File: src/mdds_pkg.sv
// Shared constants, types and reset values of the diagnostic status bank
package mdds_pkg;
    localparam int NUM_AXES = 2;
    localparam int ADDR_W   = 8;
    localparam int DATA_W   = 32;
    localparam int OFFT_W   = 4;
    localparam int EVT_W    = 6;
    localparam int CNT_W    = 8;
    localparam int SYNC_W   = 3;

    localparam logic [ADDR_W-1:0] REG_IRQ_STATUS = 8'h40;
    localparam logic [ADDR_W-1:0] REG_IRQ_CLEAR  = 8'h41;
    localparam logic [ADDR_W-1:0] REG_IRQ_ENABLE = 8'h42;
    localparam logic [ADDR_W-1:0] REG_STAGE      = 8'h43;
    localparam logic [ADDR_W-1:0] REG_FAULT_CNT  = 8'h44;
    localparam logic [ADDR_W-1:0] REG_CTRL_M1    = 8'h6c;
    localparam logic [ADDR_W-1:0] REG_DIAG_M1    = 8'h6f;
    localparam logic [ADDR_W-1:0] REG_CTRL_M2    = 8'h7c;
    localparam logic [ADDR_W-1:0] REG_DIAG_M2    = 8'h7f;
    localparam logic [NUM_AXES-1:0][ADDR_W-1:0] REG_CTRL_ADDR = {REG_CTRL_M2, REG_CTRL_M1};

    localparam int BIT_STANDSTILL = 31;
    localparam int BIT_OPEN_B     = 30;
    localparam int BIT_OPEN_A     = 29;
    localparam int BIT_SHORT_B    = 28;
    localparam int BIT_SHORT_A    = 27;
    localparam int BIT_PREWARN    = 26;
    localparam int BIT_OVERTEMP   = 25;
    localparam int BIT_STALL      = 24;
    localparam int CS_MSB         = 20;
    localparam int CS_LSB         = 16;
    localparam int BIT_FULL_STEP  = 15;
    localparam int LOAD_MSB       = 9;
    localparam int LOAD_LSB       = 0;

    localparam int SYNC_ENN     = 0;
    localparam int SYNC_PREWARN = 1;
    localparam int SYNC_LIMIT   = 2;

    localparam logic [OFFT_W-1:0] OFFT_DISABLED    = 4'h0;
    localparam logic [EVT_W-1:0]  EVT_ENABLE_RESET = 6'h00;
    localparam logic [CNT_W-1:0]  CNT_MAX          = 8'hff;
    localparam logic [CNT_W-1:0]  CNT_ONE          = 8'h01;

    typedef enum logic [3:0] {
        STAGE_OFF     = 4'h1,
        STAGE_ON      = 4'h2,
        STAGE_SHORT   = 4'h4,
        STAGE_THERMAL = 4'h8
    } mdds_stage_t;

    typedef struct packed {
        logic       standstill;
        logic       open_load_a;
        logic       open_load_b;
        logic       gnd_short_a;
        logic       gnd_short_b;
        logic       speed_stall;
        logic       load_speed_mode;
        logic       full_step;
        logic [4:0] current_scale;
        logic [9:0] load_measure_value;
        logic [9:0] on_time_a;
    } mdds_axis_in_t;

    typedef struct packed {
        mdds_stage_t       stage;
        logic              stage_en;
        logic [OFFT_W-1:0] off_time;
        logic              short_a;
        logic              short_b;
        logic              stall;
        logic [CNT_W-1:0]  fault_cnt;
        logic [DATA_W-1:0] word;
    } mdds_axis_state_t;

    typedef struct packed {
        mdds_axis_state_t [NUM_AXES-1:0] axis;
        logic                            over_temp;
        logic                            prewarn;
        logic [DATA_W-1:0]               rdata;
    } mdds_bank_state_t;

    typedef struct packed {
        logic [EVT_W-1:0] status;
        logic [EVT_W-1:0] enable;
        logic             irq;
    } mdds_irq_state_t;

    typedef struct packed {
        logic [SYNC_W-1:0] meta;
        logic [SYNC_W-1:0] stable;
    } mdds_sync_state_t;

    localparam mdds_axis_state_t AXIS_RESET = '{stage: STAGE_OFF, default: '0};
    localparam mdds_bank_state_t BANK_RESET = '{axis: {AXIS_RESET, AXIS_RESET}, default: '0};
    localparam mdds_irq_state_t  IRQ_RESET  = '{enable: EVT_ENABLE_RESET, default: '0};
    // Enable pin idles high so the stages stay off until the pin is seen
    localparam mdds_sync_state_t SYNC_RESET = '{meta: 3'h1, stable: 3'h1};
endpackage

File: src/mdds_diag_bank.sv
// Dual-axis driver diagnostic status bank with power stage supervision

//Contract
// - One diagnostic status word per axis, at two separate addresses.
// - Bit 31 reads one whenever the motor rests, in every mode.
// - Bit 30 flags open load on phase B, bit 29 on phase A.
// - Open load flags only inform; they never alter the driver.
// - Ground short sets bit 28 or 27 and disables that power stage.
// - Ground short flags hold until off time zero or enable pin released.
// - Bit 26 shows shared thermal prewarning in both words.
// - Bit 25 thermal limit disables both stages until prewarning clears too.
// - Thermal shutdown is one shared condition shown alike in both words.
// - Bit 24 flags stall: load value zero while moving, or load speed mode stall.
// - Bits 20 to 16 show the current scaling value in use.
// - Bit 15 reads one while the driver runs in full step.
// - Bits 9 to 0 hold the load value; zero means highest load.
// - At rest the load field shows coil A chopper on time.
module mdds_diag_bank
    import mdds_pkg::*;
(
    input  wire logic                          i_clock,
    input  wire logic                          i_nrst,
    input  wire logic [ADDR_W-1:0]             i_addr,
    input  wire logic [DATA_W-1:0]             i_wdata,
    input  wire logic                          i_write,
    input  wire logic                          i_read,
    output wire logic [DATA_W-1:0]             o_rdata,
    input  wire mdds_axis_in_t [NUM_AXES-1:0]  i_axis,
    input  wire logic                          i_temp_prewarn,
    input  wire logic                          i_temp_limit,
    input  wire logic                          i_driver_enable_neg_pin,
    output wire logic [NUM_AXES-1:0]           o_stage_enable,
    output wire logic [NUM_AXES-1:0][OFFT_W-1:0] o_chopper_off_time,
    output wire logic                          o_irq
);
    mdds_bank_state_t state;
    mdds_bank_state_t next_state;

    wire logic [SYNC_W-1:0] pins_sync;
    wire logic              enn_s;
    wire logic              prewarn_s;
    wire logic              limit_s;
    wire logic              next_over_temp;

    wire mdds_axis_state_t  axis_next [NUM_AXES];
    wire logic [NUM_AXES-1:0] evt_short;
    wire logic [NUM_AXES-1:0] evt_stall;
    wire logic              evt_over_temp;
    wire logic              evt_prewarn;
    wire logic [EVT_W-1:0]  events;

    wire logic              irq_clear_wr;
    wire logic              irq_enable_wr;
    wire logic              cnt_clear_wr;
    wire logic [EVT_W-1:0]  irq_status;
    wire logic [EVT_W-1:0]  irq_enable;

    // Pins and thermal comparators sit outside the clock domain
    mdds_sync u_sync (
        .i_clock (i_clock),
        .i_nrst  (i_nrst),
        .i_async ({i_temp_limit, i_temp_prewarn, i_driver_enable_neg_pin}),
        .o_sync  (pins_sync)
    );

    assign enn_s     = pins_sync[SYNC_ENN];
    assign prewarn_s = pins_sync[SYNC_PREWARN];
    assign limit_s   = pins_sync[SYNC_LIMIT];

    assign irq_clear_wr  = i_write & (i_addr == REG_IRQ_CLEAR);
    assign irq_enable_wr = i_write & (i_addr == REG_IRQ_ENABLE);
    assign cnt_clear_wr  = i_write & (i_addr == REG_FAULT_CNT);

    mdds_irq u_irq (
        .i_clock     (i_clock),
        .i_nrst      (i_nrst),
        .i_event     (events),
        .i_clear_wr  (irq_clear_wr),
        .i_enable_wr (irq_enable_wr),
        .i_wdata     (i_wdata[EVT_W-1:0]),
        .o_status    (irq_status),
        .o_enable    (irq_enable),
        .o_irq       (o_irq)
    );

    // Limit sets; flag holds while prewarning persists, so both must clear
    assign next_over_temp = limit_s | (state.over_temp & prewarn_s);

    function automatic mdds_axis_state_t axis_step(
        input mdds_axis_state_t  cur,
        input mdds_axis_in_t     in,
        input logic              driver_enable_neg_pin,
        input logic              ot,
        input logic              pw,
        input logic              ctrl_wr,
        input logic [OFFT_W-1:0] wdata,
        input logic              cnt_clr
    );
        mdds_axis_state_t nx;
        logic             drv_on;
        logic             any_short;
        logic             new_short;
        nx        = cur;
        drv_on    = (cur.off_time != OFFT_DISABLED) & ~driver_enable_neg_pin;
        if (ctrl_wr) begin
            nx.off_time = wdata;
        end

        // Detection only latches while powered; disabling is the only clear
        nx.short_a = drv_on & (cur.short_a | in.gnd_short_a);
        nx.short_b = drv_on & (cur.short_b | in.gnd_short_b);
        any_short  = nx.short_a | nx.short_b;
        new_short  = any_short & ~(cur.short_a | cur.short_b);

        // At rest the load field carries on time, so zero is no stall there
        nx.stall = (~in.standstill & (in.load_measure_value == '0))
                 | (in.load_speed_mode & in.speed_stall);

        // Open load inputs deliberately do not reach the stage machine
        unique case (cur.stage)
            STAGE_OFF: begin
                if (drv_on & ~ot) begin
                    nx.stage = STAGE_ON;
                end
            end
            STAGE_ON: begin
                if (!drv_on) begin
                    nx.stage = STAGE_OFF;
                end else if (any_short) begin
                    nx.stage = STAGE_SHORT;
                end else if (ot) begin
                    nx.stage = STAGE_THERMAL;
                end
            end
            STAGE_SHORT: begin
                if (!drv_on) begin
                    nx.stage = STAGE_OFF;
                end
            end
            STAGE_THERMAL: begin
                if (!ot) begin
                    nx.stage = drv_on ? STAGE_ON : STAGE_OFF;
                end
            end
            default: begin
                nx.stage = STAGE_OFF;
            end
        endcase
        nx.stage_en = (nx.stage == STAGE_ON) & ~any_short & ~ot;

        // Saturating count; a short in the clear cycle still counts
        if (cnt_clr) begin
            nx.fault_cnt = new_short ? CNT_ONE : '0;
        end else if (new_short && (cur.fault_cnt != CNT_MAX)) begin
            nx.fault_cnt = cur.fault_cnt + CNT_ONE;
        end

        nx.word                     = '0;
        nx.word[BIT_STANDSTILL]     = in.standstill;
        nx.word[BIT_OPEN_B]         = in.open_load_b;
        nx.word[BIT_OPEN_A]         = in.open_load_a;
        nx.word[BIT_SHORT_B]        = nx.short_b;
        nx.word[BIT_SHORT_A]        = nx.short_a;
        nx.word[BIT_PREWARN]        = pw;
        nx.word[BIT_OVERTEMP]       = ot;
        nx.word[BIT_STALL]          = nx.stall;
        nx.word[CS_MSB:CS_LSB]      = in.current_scale;
        nx.word[BIT_FULL_STEP]      = in.full_step;
        nx.word[LOAD_MSB:LOAD_LSB]  = in.standstill ? in.on_time_a
                                                    : in.load_measure_value;
        return nx;
    endfunction

    for (genvar g = 0; g < NUM_AXES; g++) begin : g_axis
        wire logic ctrl_hit;

        assign ctrl_hit = i_write & (i_addr == REG_CTRL_ADDR[g]);

        // Both axes see the same registered thermal flags
        assign axis_next[g] = axis_step(
            state.axis[g],
            i_axis[g],
            enn_s,
            state.over_temp,
            state.prewarn,
            ctrl_hit,
            i_wdata[OFFT_W-1:0],
            cnt_clear_wr
        );

        assign evt_short[g] = (axis_next[g].short_a | axis_next[g].short_b)
                            & ~(state.axis[g].short_a | state.axis[g].short_b);
        assign evt_stall[g] = axis_next[g].stall & ~state.axis[g].stall;

        assign o_stage_enable[g]     = state.axis[g].stage_en;
        assign o_chopper_off_time[g] = state.axis[g].off_time;
    end

    assign evt_over_temp = next_over_temp & ~state.over_temp;
    assign evt_prewarn   = prewarn_s & ~state.prewarn;
    assign events        = {evt_prewarn, evt_over_temp, evt_stall, evt_short};

    // Pure selection, so a read can never disturb a flag
    function automatic logic [DATA_W-1:0] read_mux(
        input logic [ADDR_W-1:0] addr,
        input mdds_bank_state_t  s,
        input logic [EVT_W-1:0]  st,
        input logic [EVT_W-1:0]  en
    );
        logic [DATA_W-1:0] r;
        r = '0;
        case (addr)
            REG_DIAG_M1: begin
                r = s.axis[0].word;
            end
            REG_DIAG_M2: begin
                r = s.axis[1].word;
            end
            REG_CTRL_M1: begin
                r = {{(DATA_W-OFFT_W){1'b0}}, s.axis[0].off_time};
            end
            REG_CTRL_M2: begin
                r = {{(DATA_W-OFFT_W){1'b0}}, s.axis[1].off_time};
            end
            REG_IRQ_STATUS: begin
                r = {{(DATA_W-EVT_W){1'b0}}, st};
            end
            REG_IRQ_ENABLE: begin
                r = {{(DATA_W-EVT_W){1'b0}}, en};
            end
            REG_STAGE: begin
                r = {24'h000000, s.axis[1].stage, s.axis[0].stage};
            end
            REG_FAULT_CNT: begin
                r = {16'h0000, s.axis[1].fault_cnt, s.axis[0].fault_cnt};
            end
            default: begin
                r = '0;
            end
        endcase
        return r;
    endfunction

    always_comb begin
        next_state = state;
        for (int i = 0; i < NUM_AXES; i++) begin
            next_state.axis[i] = axis_next[i];
        end
        next_state.over_temp = next_over_temp;
        next_state.prewarn   = prewarn_s;
        // Data stands only in the cycle after the strobe
        if (i_read) begin
            next_state.rdata = read_mux(i_addr, state, irq_status, irq_enable);
        end else begin
            next_state.rdata = '0;
        end
    end

    always_ff @(posedge i_clock or negedge i_nrst) begin
        if (!i_nrst) begin
            state <= BANK_RESET;
        end else begin
            state <= next_state;
        end
    end

    assign o_rdata = state.rdata;
endmodule

File: src/mdds_sync.sv
// Two-stage synchroniser for the asynchronous pin inputs
module mdds_sync
    import mdds_pkg::*;
(
    input  wire logic              i_clock,
    input  wire logic              i_nrst,
    input  wire logic [SYNC_W-1:0] i_async,
    output wire logic [SYNC_W-1:0] o_sync
);
    mdds_sync_state_t state;
    mdds_sync_state_t next_state;

    always_comb begin
        next_state        = state;
        next_state.meta   = i_async;
        next_state.stable = state.meta;
    end

    always_ff @(posedge i_clock or negedge i_nrst) begin
        if (!i_nrst) begin
            state <= SYNC_RESET;
        end else begin
            state <= next_state;
        end
    end

    assign o_sync = state.stable;
endmodule

File: src/mdds_irq.sv
// Sticky event status, enable mask and level interrupt
module mdds_irq
    import mdds_pkg::*;
(
    input  wire logic             i_clock,
    input  wire logic             i_nrst,
    input  wire logic [EVT_W-1:0] i_event,
    input  wire logic             i_clear_wr,
    input  wire logic             i_enable_wr,
    input  wire logic [EVT_W-1:0] i_wdata,
    output wire logic [EVT_W-1:0] o_status,
    output wire logic [EVT_W-1:0] o_enable,
    output wire logic             o_irq
);
    mdds_irq_state_t state;
    mdds_irq_state_t next_state;

    always_comb begin
        next_state = state;
        // Set beats clear so an event in the clear cycle survives
        next_state.status = (state.status & ~(i_clear_wr ? i_wdata : '0)) | i_event;
        if (i_enable_wr) begin
            next_state.enable = i_wdata;
        end
        next_state.irq = |(next_state.status & next_state.enable);
    end

    always_ff @(posedge i_clock or negedge i_nrst) begin
        if (!i_nrst) begin
            state <= IRQ_RESET;
        end else begin
            state <= next_state;
        end
    end

    assign o_status = state.status;
    assign o_enable = state.enable;
    assign o_irq    = state.irq;
endmodule

File: config.mk
export PLATFORM = sky130hd
export DESIGN_NAME = mdds_diag_bank
export DESIGN_NICKNAME = d
export VERILOG_FILES = /design/src/mdds_pkg.sv /design/src/mdds_diag_bank.sv /design/src/mdds_sync.sv /design/src/mdds_irq.sv
export SDC_FILE = /design/constraint.sdc
export NUM_CORES = 1
export LEC_CHECK = 0
export BUFFER_PORTS_ARGS = -buffer_cell sky130_fd_sc_hd__buf_4
export CAP_MARGIN = 5
export CELL_PAD_IN_SITES_DETAIL_PLACEMENT = 1
export CELL_PAD_IN_SITES_GLOBAL_PLACEMENT = 1
export CORE_MARGIN = 3
export CORE_UTILIZATION = 30
export DETAILED_ROUTE_END_ITERATION = 10
export GPL_TIMING_DRIVEN = 0
export MAX_ROUTING_LAYER = met4
export PLACE_DENSITY_LB_ADDON = 0.1
export SLEW_MARGIN = 20
export SYNTH_ARGS = -nofsm -noshare
export SYNTH_HDL_FRONTEND = slang
export SYNTH_SLANG_ARGS = --single-unit
File: constraint.sdc
create_clock -name i_clock -period 3.2 [get_ports i_clock]
set_input_delay 0.64 -clock i_clock [delete_from_list [all_inputs] [get_ports i_clock]]
set_output_delay 0.64 -clock i_clock [all_outputs]
set_load 0.01 [all_outputs]
Word level (Yosys, flattened, before mapping)
Index checks and enable logic that the tools add are counted.
{ "totals": {"regBits": 141, "in_bits": 113, "output_inout_bits": 43, "wordCells": 138} }
{ "op_classes": {"addsub": 2, "eq_ne": 21, "muxes": 28, "n_bitwise": 54, "reduce_logical": 9} }
{ "op_table": {"columns": ["cell", "n"], "rows": [
  ["32-bit one-hot mux with 8 select lines", 1],
  ["8-bit by 7-bit == test with 1-bit output, second input constant", 9],
  ["4-bit 2-to-1 mux", 12],
  ["32-bit 2-to-1 mux", 1],
  ["8-bit 2-to-1 mux", 4],
  ["4-bit one-hot mux with 4 select lines", 2],
  ["1-bit bitwise AND", 28],
  ["10-bit logical NOT", 2],
  ["10-bit 2-to-1 mux", 2],
  ["8-bit by 1-bit adder with 8-bit output, second input constant", 2],
  ["4-bit by 2-bit == test with 1-bit output, second input constant", 4],
  ["8-bit != test, second input constant", 2],
  ["6-bit bitwise AND", 2],
  ["6-bit 2-to-1 mux", 2],
  ["1-bit NOT", 11],
  ["1-bit bitwise OR", 11],
  ["4-bit by 1-bit == test with 1-bit output, second input constant", 2],
  ["4-bit by 3-bit == test with 1-bit output, second input constant", 2],
  ["4-bit == test, second input constant", 2],
  ["4-bit nonzero test", 2],
  ["6-bit NOT", 1],
  ["6-bit bitwise OR", 1],
  ["6-bit OR reduction", 1],
  ["2-bit 2-to-1 mux", 2],
  ["3 further kinds", 6]
]} }

Depth between registers and ports, before layout
Gate-level depths: netlist (run 1).
{ "depth": {"depth_word": 10, "mapped_depth": 7} }

Modules after synthesis
From an unflattened synthesis (run 1), not the netlist that was laid out.
{ "unflattened": {"cells_unflattened": 520, "area_unflattened_um2": 5989.5} }
{ "by_module_without_submodules": {"columns": ["module", "n_inst", "cells_each", "area_each_um2"], "rows": [
  ["mdds_diag_bank", 1, 478, 5303.8],
  ["mdds_irq", 1, 36, 533.0],
  ["mdds_sync", 1, 6, 152.6]
]} }

Worst setup path before layout (run 1)
OpenSTA, ideal clock, no wires.
{ "synth_path": {"path_kind": "input to register", "start": "input i_axis[62] (netlist bit)", "end": "register u_irq.state, in the netlist u_irq.o_irq", "t_arrival_ns": 2.263, "setup_slack_ns": 0.799, "stages": 6, "n_path_buf": 1, "path_cell_list": "or4_1 -> buf_2 -> and4_1 -> a21o_1 -> a22o_1 -> or4b_1"} }
{ "synth_lines": {"columns": ["element", "line", "text"], "rows": [
  ["start: declaration", "mdds_diag_bank.sv:28", "input wire mdds_axis_in_t [NUM_AXES-1:0] i_axis,"],
  ["end signal: assignment", "mdds_irq.sv:32", "state <= next_state;"],
  ["end: declaration", "mdds_irq.sv:15", "mdds_irq_state_t state;"]
]} }

==> flow_metrics.env, run 1 <==
export IMPL_slew_headroom_pct=21.9
export IMPL_cts_resized=0
export IMPL_syn_area_per_cell_sq_um=11.7
export IMPL_maxCapViolations=0
export IMPL_totalWireLength_mm=16.1
export IMPL_rsz0062_at_grt="false"
export IMPL_htree_levels=4
export IMPL_synth_xor_area_share_pct=1.49
export IMPL_cp_end_kind="flip-flop"
export IMPL_async_flop_share_pct=100
export IMPL_synthAdderAreaFrac_pct=0.427
export IMPL_slew_violations=0
export IMPL_synthCells=503
export IMPL_path_max_fanout=10
export IMPL_drc=0
export IMPL_cts_num_sinks=130
export IMPL_setup_viol=0
export IMPL_first_pass_iters=4
export IMPL_place_inst=891
export IMPL_synth_top_flop_cell="dfrtp_1"
export IMPL_critPathTopFamily="simple AND/OR/NAND/NOR gates"
export IMPL_p_int_mw=3.13
export IMPL_numCtsBuffers=17
export IMPL_path_buf_inv=2
export IMPL_clockPowerShare_pct=45.7
export IMPL_synthMuxAreaShare_pct=12.1
export IMPL_synth_cell_types=61
export IMPL_finalHoldViolCount=0
export IMPL_critical_path_class="in2reg"
export IMPL_synth_top_family_by_area="simple AND/OR/NAND/NOR gates"
export IMPL_path_cells="buf_2 > or3_1 > nor4_2 > clkbuf_1 > a22oi_1 > a21oi_1"
export IMPL_critPathLaunchType="primary input"
export IMPL_tightest_slew_ns=1.16
export IMPL_ant_nets=0
export IMPL_ys_seq_area_share_pct=55.6
export IMPL_holdCritPathClass="in2async"
export IMPL_routed_via_density=4.71
export IMPL_cts_tree="yes"
export IMPL_hpwl_mm=12.1
export IMPL_die_h_um=146
export IMPL_ctsHoldBuffers=0
export IMPL_initial_core_util_pct=30.9
export IMPL_areaGrowthSynthToFinish_pct=32.2
export IMPL_synth_simple_gate_area_share_pct=15.4
export IMPL_ys_ff_latch=130
export IMPL_grt_usage_pct=16.0
export IMPL_fmax_mhz=370
export IMPL_p_sw_mw=1.02
export IMPL_synth_area_sq_um=5860
export IMPL_cp_required_ns=3.51
export IMPL_layout_commonest_cell="buf_4"
export IMPL_slowest_stage="nor4_2"
export IMPL_path_clk_slew_ns=0.06
export IMPL_p_leak_nw=3.63
export IMPL_grt_pass1_vias=4807
export IMPL_dr_first_iter_drc_count=205
export IMPL_ys_warn_count=0
export IMPL_grt_max_degree=90
export IMPL_io_pins=156
export IMPL_combPwrFrac_pct=10.2
export IMPL_min_period_ns=2.70
export IMPL_sw_frac_of_total_pct=24.7
export IMPL_gr_total_overflow=0
export IMPL_postCtsSetupBuffers=0
export IMPL_final_cell_mix="buf_4 (166), dfrtp_1 (126), nor2_1 (53)"
export IMPL_stdcell_count=923
export IMPL_nNetsFinal=765
export IMPL_clockBufferDepth=2
export IMPL_fin_crit_sh_pct=84.5
export IMPL_cp_arrival_ns=3.02
export IMPL_synth_edf_count=0
export IMPL_p_seq_share_pct=44.1
export IMPL_grt_pass1_wl_mm=26.1
export IMPL_clock_skew_ns=0.00336
export IMPL_clk_latency_ns=0.41
export IMPL_port_buffers=125
export IMPL_cpPeakStageDelay_ns=0.88
export IMPL_fp_row_count=50
export IMPL_status="completed"
export IMPL_die_area_sq_um=21300
export IMPL_antenna_cells=0
export IMPL_grt_antenna_before_repair=0
export IMPL_vias=4343
export IMPL_gp_congestion=0.780
export IMPL_powerDensity_nw_per_um2=536
export IMPL_core_sq_um=19000
export IMPL_ir_worst_vdd_mv=0.342
export IMPL_fin_setup_tns_ns=0
export IMPL_die_x_um=146
export IMPL_cts_root_buf="clkbuf_16"
export IMPL_drive_above_1_share_pct=39.8
export IMPL_routedWlPerCell_um=17.4
export IMPL_synth_compound_area_share_pct=7.96
layout make-up:
type                       instances  area (sq um)
inverter                           6          22.5
multi-input combinational        309          2200
clock inverter                    13           138
clock buffer                      19           443
tap                              260           325
fill                            2107         11200
timing repair buffer             126           973
sequential                       130          3260
buffer                            60           388
logic make-up after synthesis:
logic type,after synthesis
other,1
xor gates and xnor gates,10
AOI/OAI and AO/OA,65
DFF,130
and+or+nand+nor,165
adders and majority gates,2
buffers and inverters,66
muxes,64
worst paths after layout:
path | start | to | slack, ns | cells after the start
worst max-delay path | i_addr[4] | o_rdata[1] | 0.50 | 6
worst min-delay path | i_nrst | o_rdata[19] | 0.1 | 1
worst max register to register | o_chopper_off_time[1] | u_irq.o_irq | 0.73 | 5
worst min register to register | u_sync.next_state[1] | u_sync.o_sync[1] | 0.35 | 0
max in group asynchronous | i_nrst | state[86] | 2.36 | 2
min in group i_clock | i_axis[23] | state[53] | 0.33 | 1
routing by layer:
layer  vias up  track usage (%)  part of all wire [%]
li1       2057                -                     -
met1      2191             20.3                    45
met2        82             26.1                    51
met3        13             3.08                   3.0
met4         0             4.84                   1.2
met5         -                -                     0
flip-flops by register name (all words and copies together), names as in the netlist:
signal              flops
state                  70
axis_next               2
o_stage_enable          2
o_chopper_off_time      8
o_rdata                29
u_irq.o_enable          6
u_irq.o_irq             1
u_irq.o_status          6
u_sync.o_sync           3
u_sync.next_state       3
cell usage after synthesis, types with 3 or more instances:
library cell	number	area, sq um
a21o_1	4	30.0
a21oi_1	9	45.0
a221oi_1	5	43.8
a22oi_1	14	105
a31oi_1	3	18.8
a32oi_1	3	26.3
and2_1	4	25.0
and3_1	12	75.1
buf_2	4	20.0
buf_4	42	315
clkbuf_1	12	45.0
dfrtp_1	126	3150
dfstp_2	4	105
inv_1	6	22.5
mux2_2	49	552
mux2i_1	14	140
nand2_1	20	75.1
nand2b_1	3	18.8
nand3_1	12	60.1
nand4_1	7	43.8
nor2_1	53	199
nor2b_1	9	56.3
nor3_1	7	35.0
nor4_1	12	75.1
nor4b_1	3	26.3
o21ai_0	8	40.0
or3_1	4	25.0
or4_1	4	30.0
xnor2_1	8	70.1
power groups by stage:
stage	Sequential [mW]	Combinational [mW]	Clock [mW]
after floorplan	1.83	0.219	0
after global placement	1.86	0.412	0
after detailed placement	1.86	0.432	0
after CTS	1.83	0.435	1.95
after global routing	1.85	0.473	2.03
final	1.83	0.423	1.90
per-stage QoR:
step	utilization [%]	power, mW	hold slack [ns]	area, sq um	setup slack [ns]
after floorplan	-	2.05	0.331	5870	0.799
after global placement	37.6	2.27	0.336	7130	0.146
after detailed placement	37.8	2.29	0.336	7170	0.110
after CTS	40.9	4.22	0.101	7750	0.563
after global routing	40.9	4.35	0.107	7750	0.410
final	40.9	4.15	0.0989	7750	0.497
Note: power is estimated with default switching activity, not from simulation.
==> run 2: changes to the inputs <==
==> constraint.sdc (replaced) <==
create_clock -name i_clock -period 2.67 [get_ports i_clock]
set_input_delay 0.534 -clock i_clock [delete_from_list [all_inputs] [get_ports i_clock]]
set_output_delay 0.534 -clock i_clock [all_outputs]
set_load 0.01 [all_outputs]
==> flow_metrics.env, run 2 (synthesis results as in run 1) <==
export IMPL_status="completed"
export IMPL_fp_row_count=50
export IMPL_worstHoldPathCells=1
export IMPL_holdWs_ns=0.224
export IMPL_critPathLaunchType="flip-flop"
export IMPL_clockBufferDepth=2
export IMPL_antenna_cells=0
export IMPL_initial_core_util_pct=30.9
export IMPL_slowest_stage="or4_1"
export IMPL_areaGrowthSynthToFinish_pct=32.5
export IMPL_utilization_pct=41.0
export IMPL_setup_viol=0
export IMPL_nNetsFinal=766
export IMPL_drc=0
export IMPL_cpPeakStageDelay_ns=0.66
export IMPL_grt_pass1_vias=4815
export IMPL_core_sq_um=19000
export IMPL_fin_crit_sh_pct=92.5
export IMPL_ant_nets=0
export IMPL_gp_congestion=0.780
export IMPL_routed_via_density=4.72
export IMPL_hpwl_mm=12.1
export IMPL_numCtsBuffers=17
export IMPL_cp_required_ns=2.94
export IMPL_die_x_um=146
export IMPL_grt_pass1_wl_mm=26.1
export IMPL_cts_root_buf="clkbuf_16"
export IMPL_path_buf_inv=0
export IMPL_clock_skew_ns=0.00304
export IMPL_htree_levels=4
export IMPL_fin_setup_tns_ns=0
export IMPL_vias=4357
export IMPL_critPathTopFamily="simple AND/OR/NAND/NOR gates"
export IMPL_ir_worst_vdd_mv=0.410
export IMPL_die_area_sq_um=21300
export IMPL_largest_register_ffs=70
export IMPL_stdcell_count=924
export IMPL_finalPower_mw=4.98
export IMPL_totalWireLength_mm=16.1
export IMPL_cp_end_kind="flip-flop"
export IMPL_routedWlPerCell_um=17.4
export IMPL_maxCapViolations=0
export IMPL_regMostFlops="state"
export IMPL_dr_first_iter_drc_count=221
export IMPL_slew_headroom_pct=33.5
export IMPL_path_clk_slew_ns=0.06
export IMPL_p_leak_nw=3.64
export IMPL_fmax_mhz=405
export IMPL_place_inst=891
export IMPL_cts_num_sinks=130
export IMPL_holdCritPathClass="in2reg"
export IMPL_multiInputGateArea_sq_um=2210
export IMPL_postCtsSetupBuffers=0
export IMPL_first_pass_iters=4
export IMPL_grt_max_degree=90
export IMPL_finalHoldViolCount=0
export IMPL_grt_usage_pct=16.0
export IMPL_io_pins=156
export IMPL_slew_violations=0
export IMPL_min_period_ns=2.47
export IMPL_cp_depth=5
export IMPL_rsz0062_at_grt="false"
export IMPL_die_h_um=146
export IMPL_port_buffers=125
export IMPL_ff_latch_area_sq_um=3260
export IMPL_gr_total_overflow=0
export IMPL_clk_latency_ns=0.41
export IMPL_layout_commonest_cell="buf_4"
export IMPL_path_cells="or4_1 > and4_1 > a21o_1 > a22o_1 > or4b_1"
export IMPL_critical_path_class="reg2reg"
export IMPL_cts_tree="yes"
export IMPL_nFillCells=2103
export IMPL_final_cell_mix="buf_4 (166), dfrtp_1 (126), nor2_1 (53)"
export IMPL_powerDensity_nw_per_um2=641
export IMPL_path_max_fanout=4
export IMPL_tightest_slew_ns=0.995
export IMPL_reg2reg_depth=5
export IMPL_drive_above_1_share_pct=39.8
export IMPL_cp_arrival_ns=2.74
export IMPL_grt_antenna_before_repair=0
run 2: worst register-to-register path, cell delays in order (launching register included):
cell     delay, ns
dfrtp_1       0.41
or4_1         0.66
and4_1        0.32
a21o_1        0.20
a22o_1        0.21
or4b_1        0.52
run 2: path summary, 6_finish.rpt:
kind	start	end	slack, ns
max in group asynchronous	i_nrst	state[86]	1.32
hold reg to reg	u_sync.next_state[1]	u_sync.o_sync[1]	0.35
min in group asynchronous	i_nrst	o_rdata[19]	0.60
hold / removal	i_axis[23]	state[53]	0.22
setup / recovery	o_chopper_off_time[7]	u_irq.o_irq	0.20
setup reg to reg	o_chopper_off_time[7]	u_irq.o_irq	0.20
run 2: final cells by class:
class,instances,share of cell area (%)
Timing Repair Buffer,127,12.7
Sequential cell,130,41.9
Clock inverter,13,1.77
Multi-Input combinational cell,309,28.5
Clock buffer,19,5.70
Tap cell,260,4.19
Buffer,60,4.99
Inverter,6,0.290
run 2: power breakdown:
| group | internal, mW | total (mW) | leakage [nW] | switching [mW] |
|---|---|---|---|---|
| registers | 2.09 | 2.19 | 1.64 | 0.101 |
| clock network | 1.40 | 2.28 | 0.279 | 0.880 |
| logic | 0.260 | 0.510 | 1.71 | 0.249 |
run 2: timing repair:
| action | 4_1_cts | 5_1_grt |
|---|---|---|
| setup endpoints to repair | 0 | 1 |
| hold endpoints to repair | 5 | 0 |
| gates resized for setup | 0 | 1 |
| hold buffers | 1 | 0 |
run 2: per-stage QoR:
stage	area, sq um	setup slack (ns)
after floorplan	5870	0.375
after global placement	7130	-0.278
after detailed placement	7170	-0.314
after CTS	7760	0.139
after global routing	7770	0.100
final	7770	0.200
run 2: layer usage:
| metal | track usage [%] | wire length [um] | share of wire [%] | vias to the layer above |
|---|---|---|---|---|
| met1 | 20.3 | 7270 | 45 | 2213 |
| met4 | 4.84 | 195 | 1.2 | 0 |
| met5 | - | 0 | 0 | - |
| met3 | 3.08 | 464 | 2.9 | 13 |
| met2 | 26.2 | 8140 | 51 | 72 |
| li1 | - | - | - | 2059 |
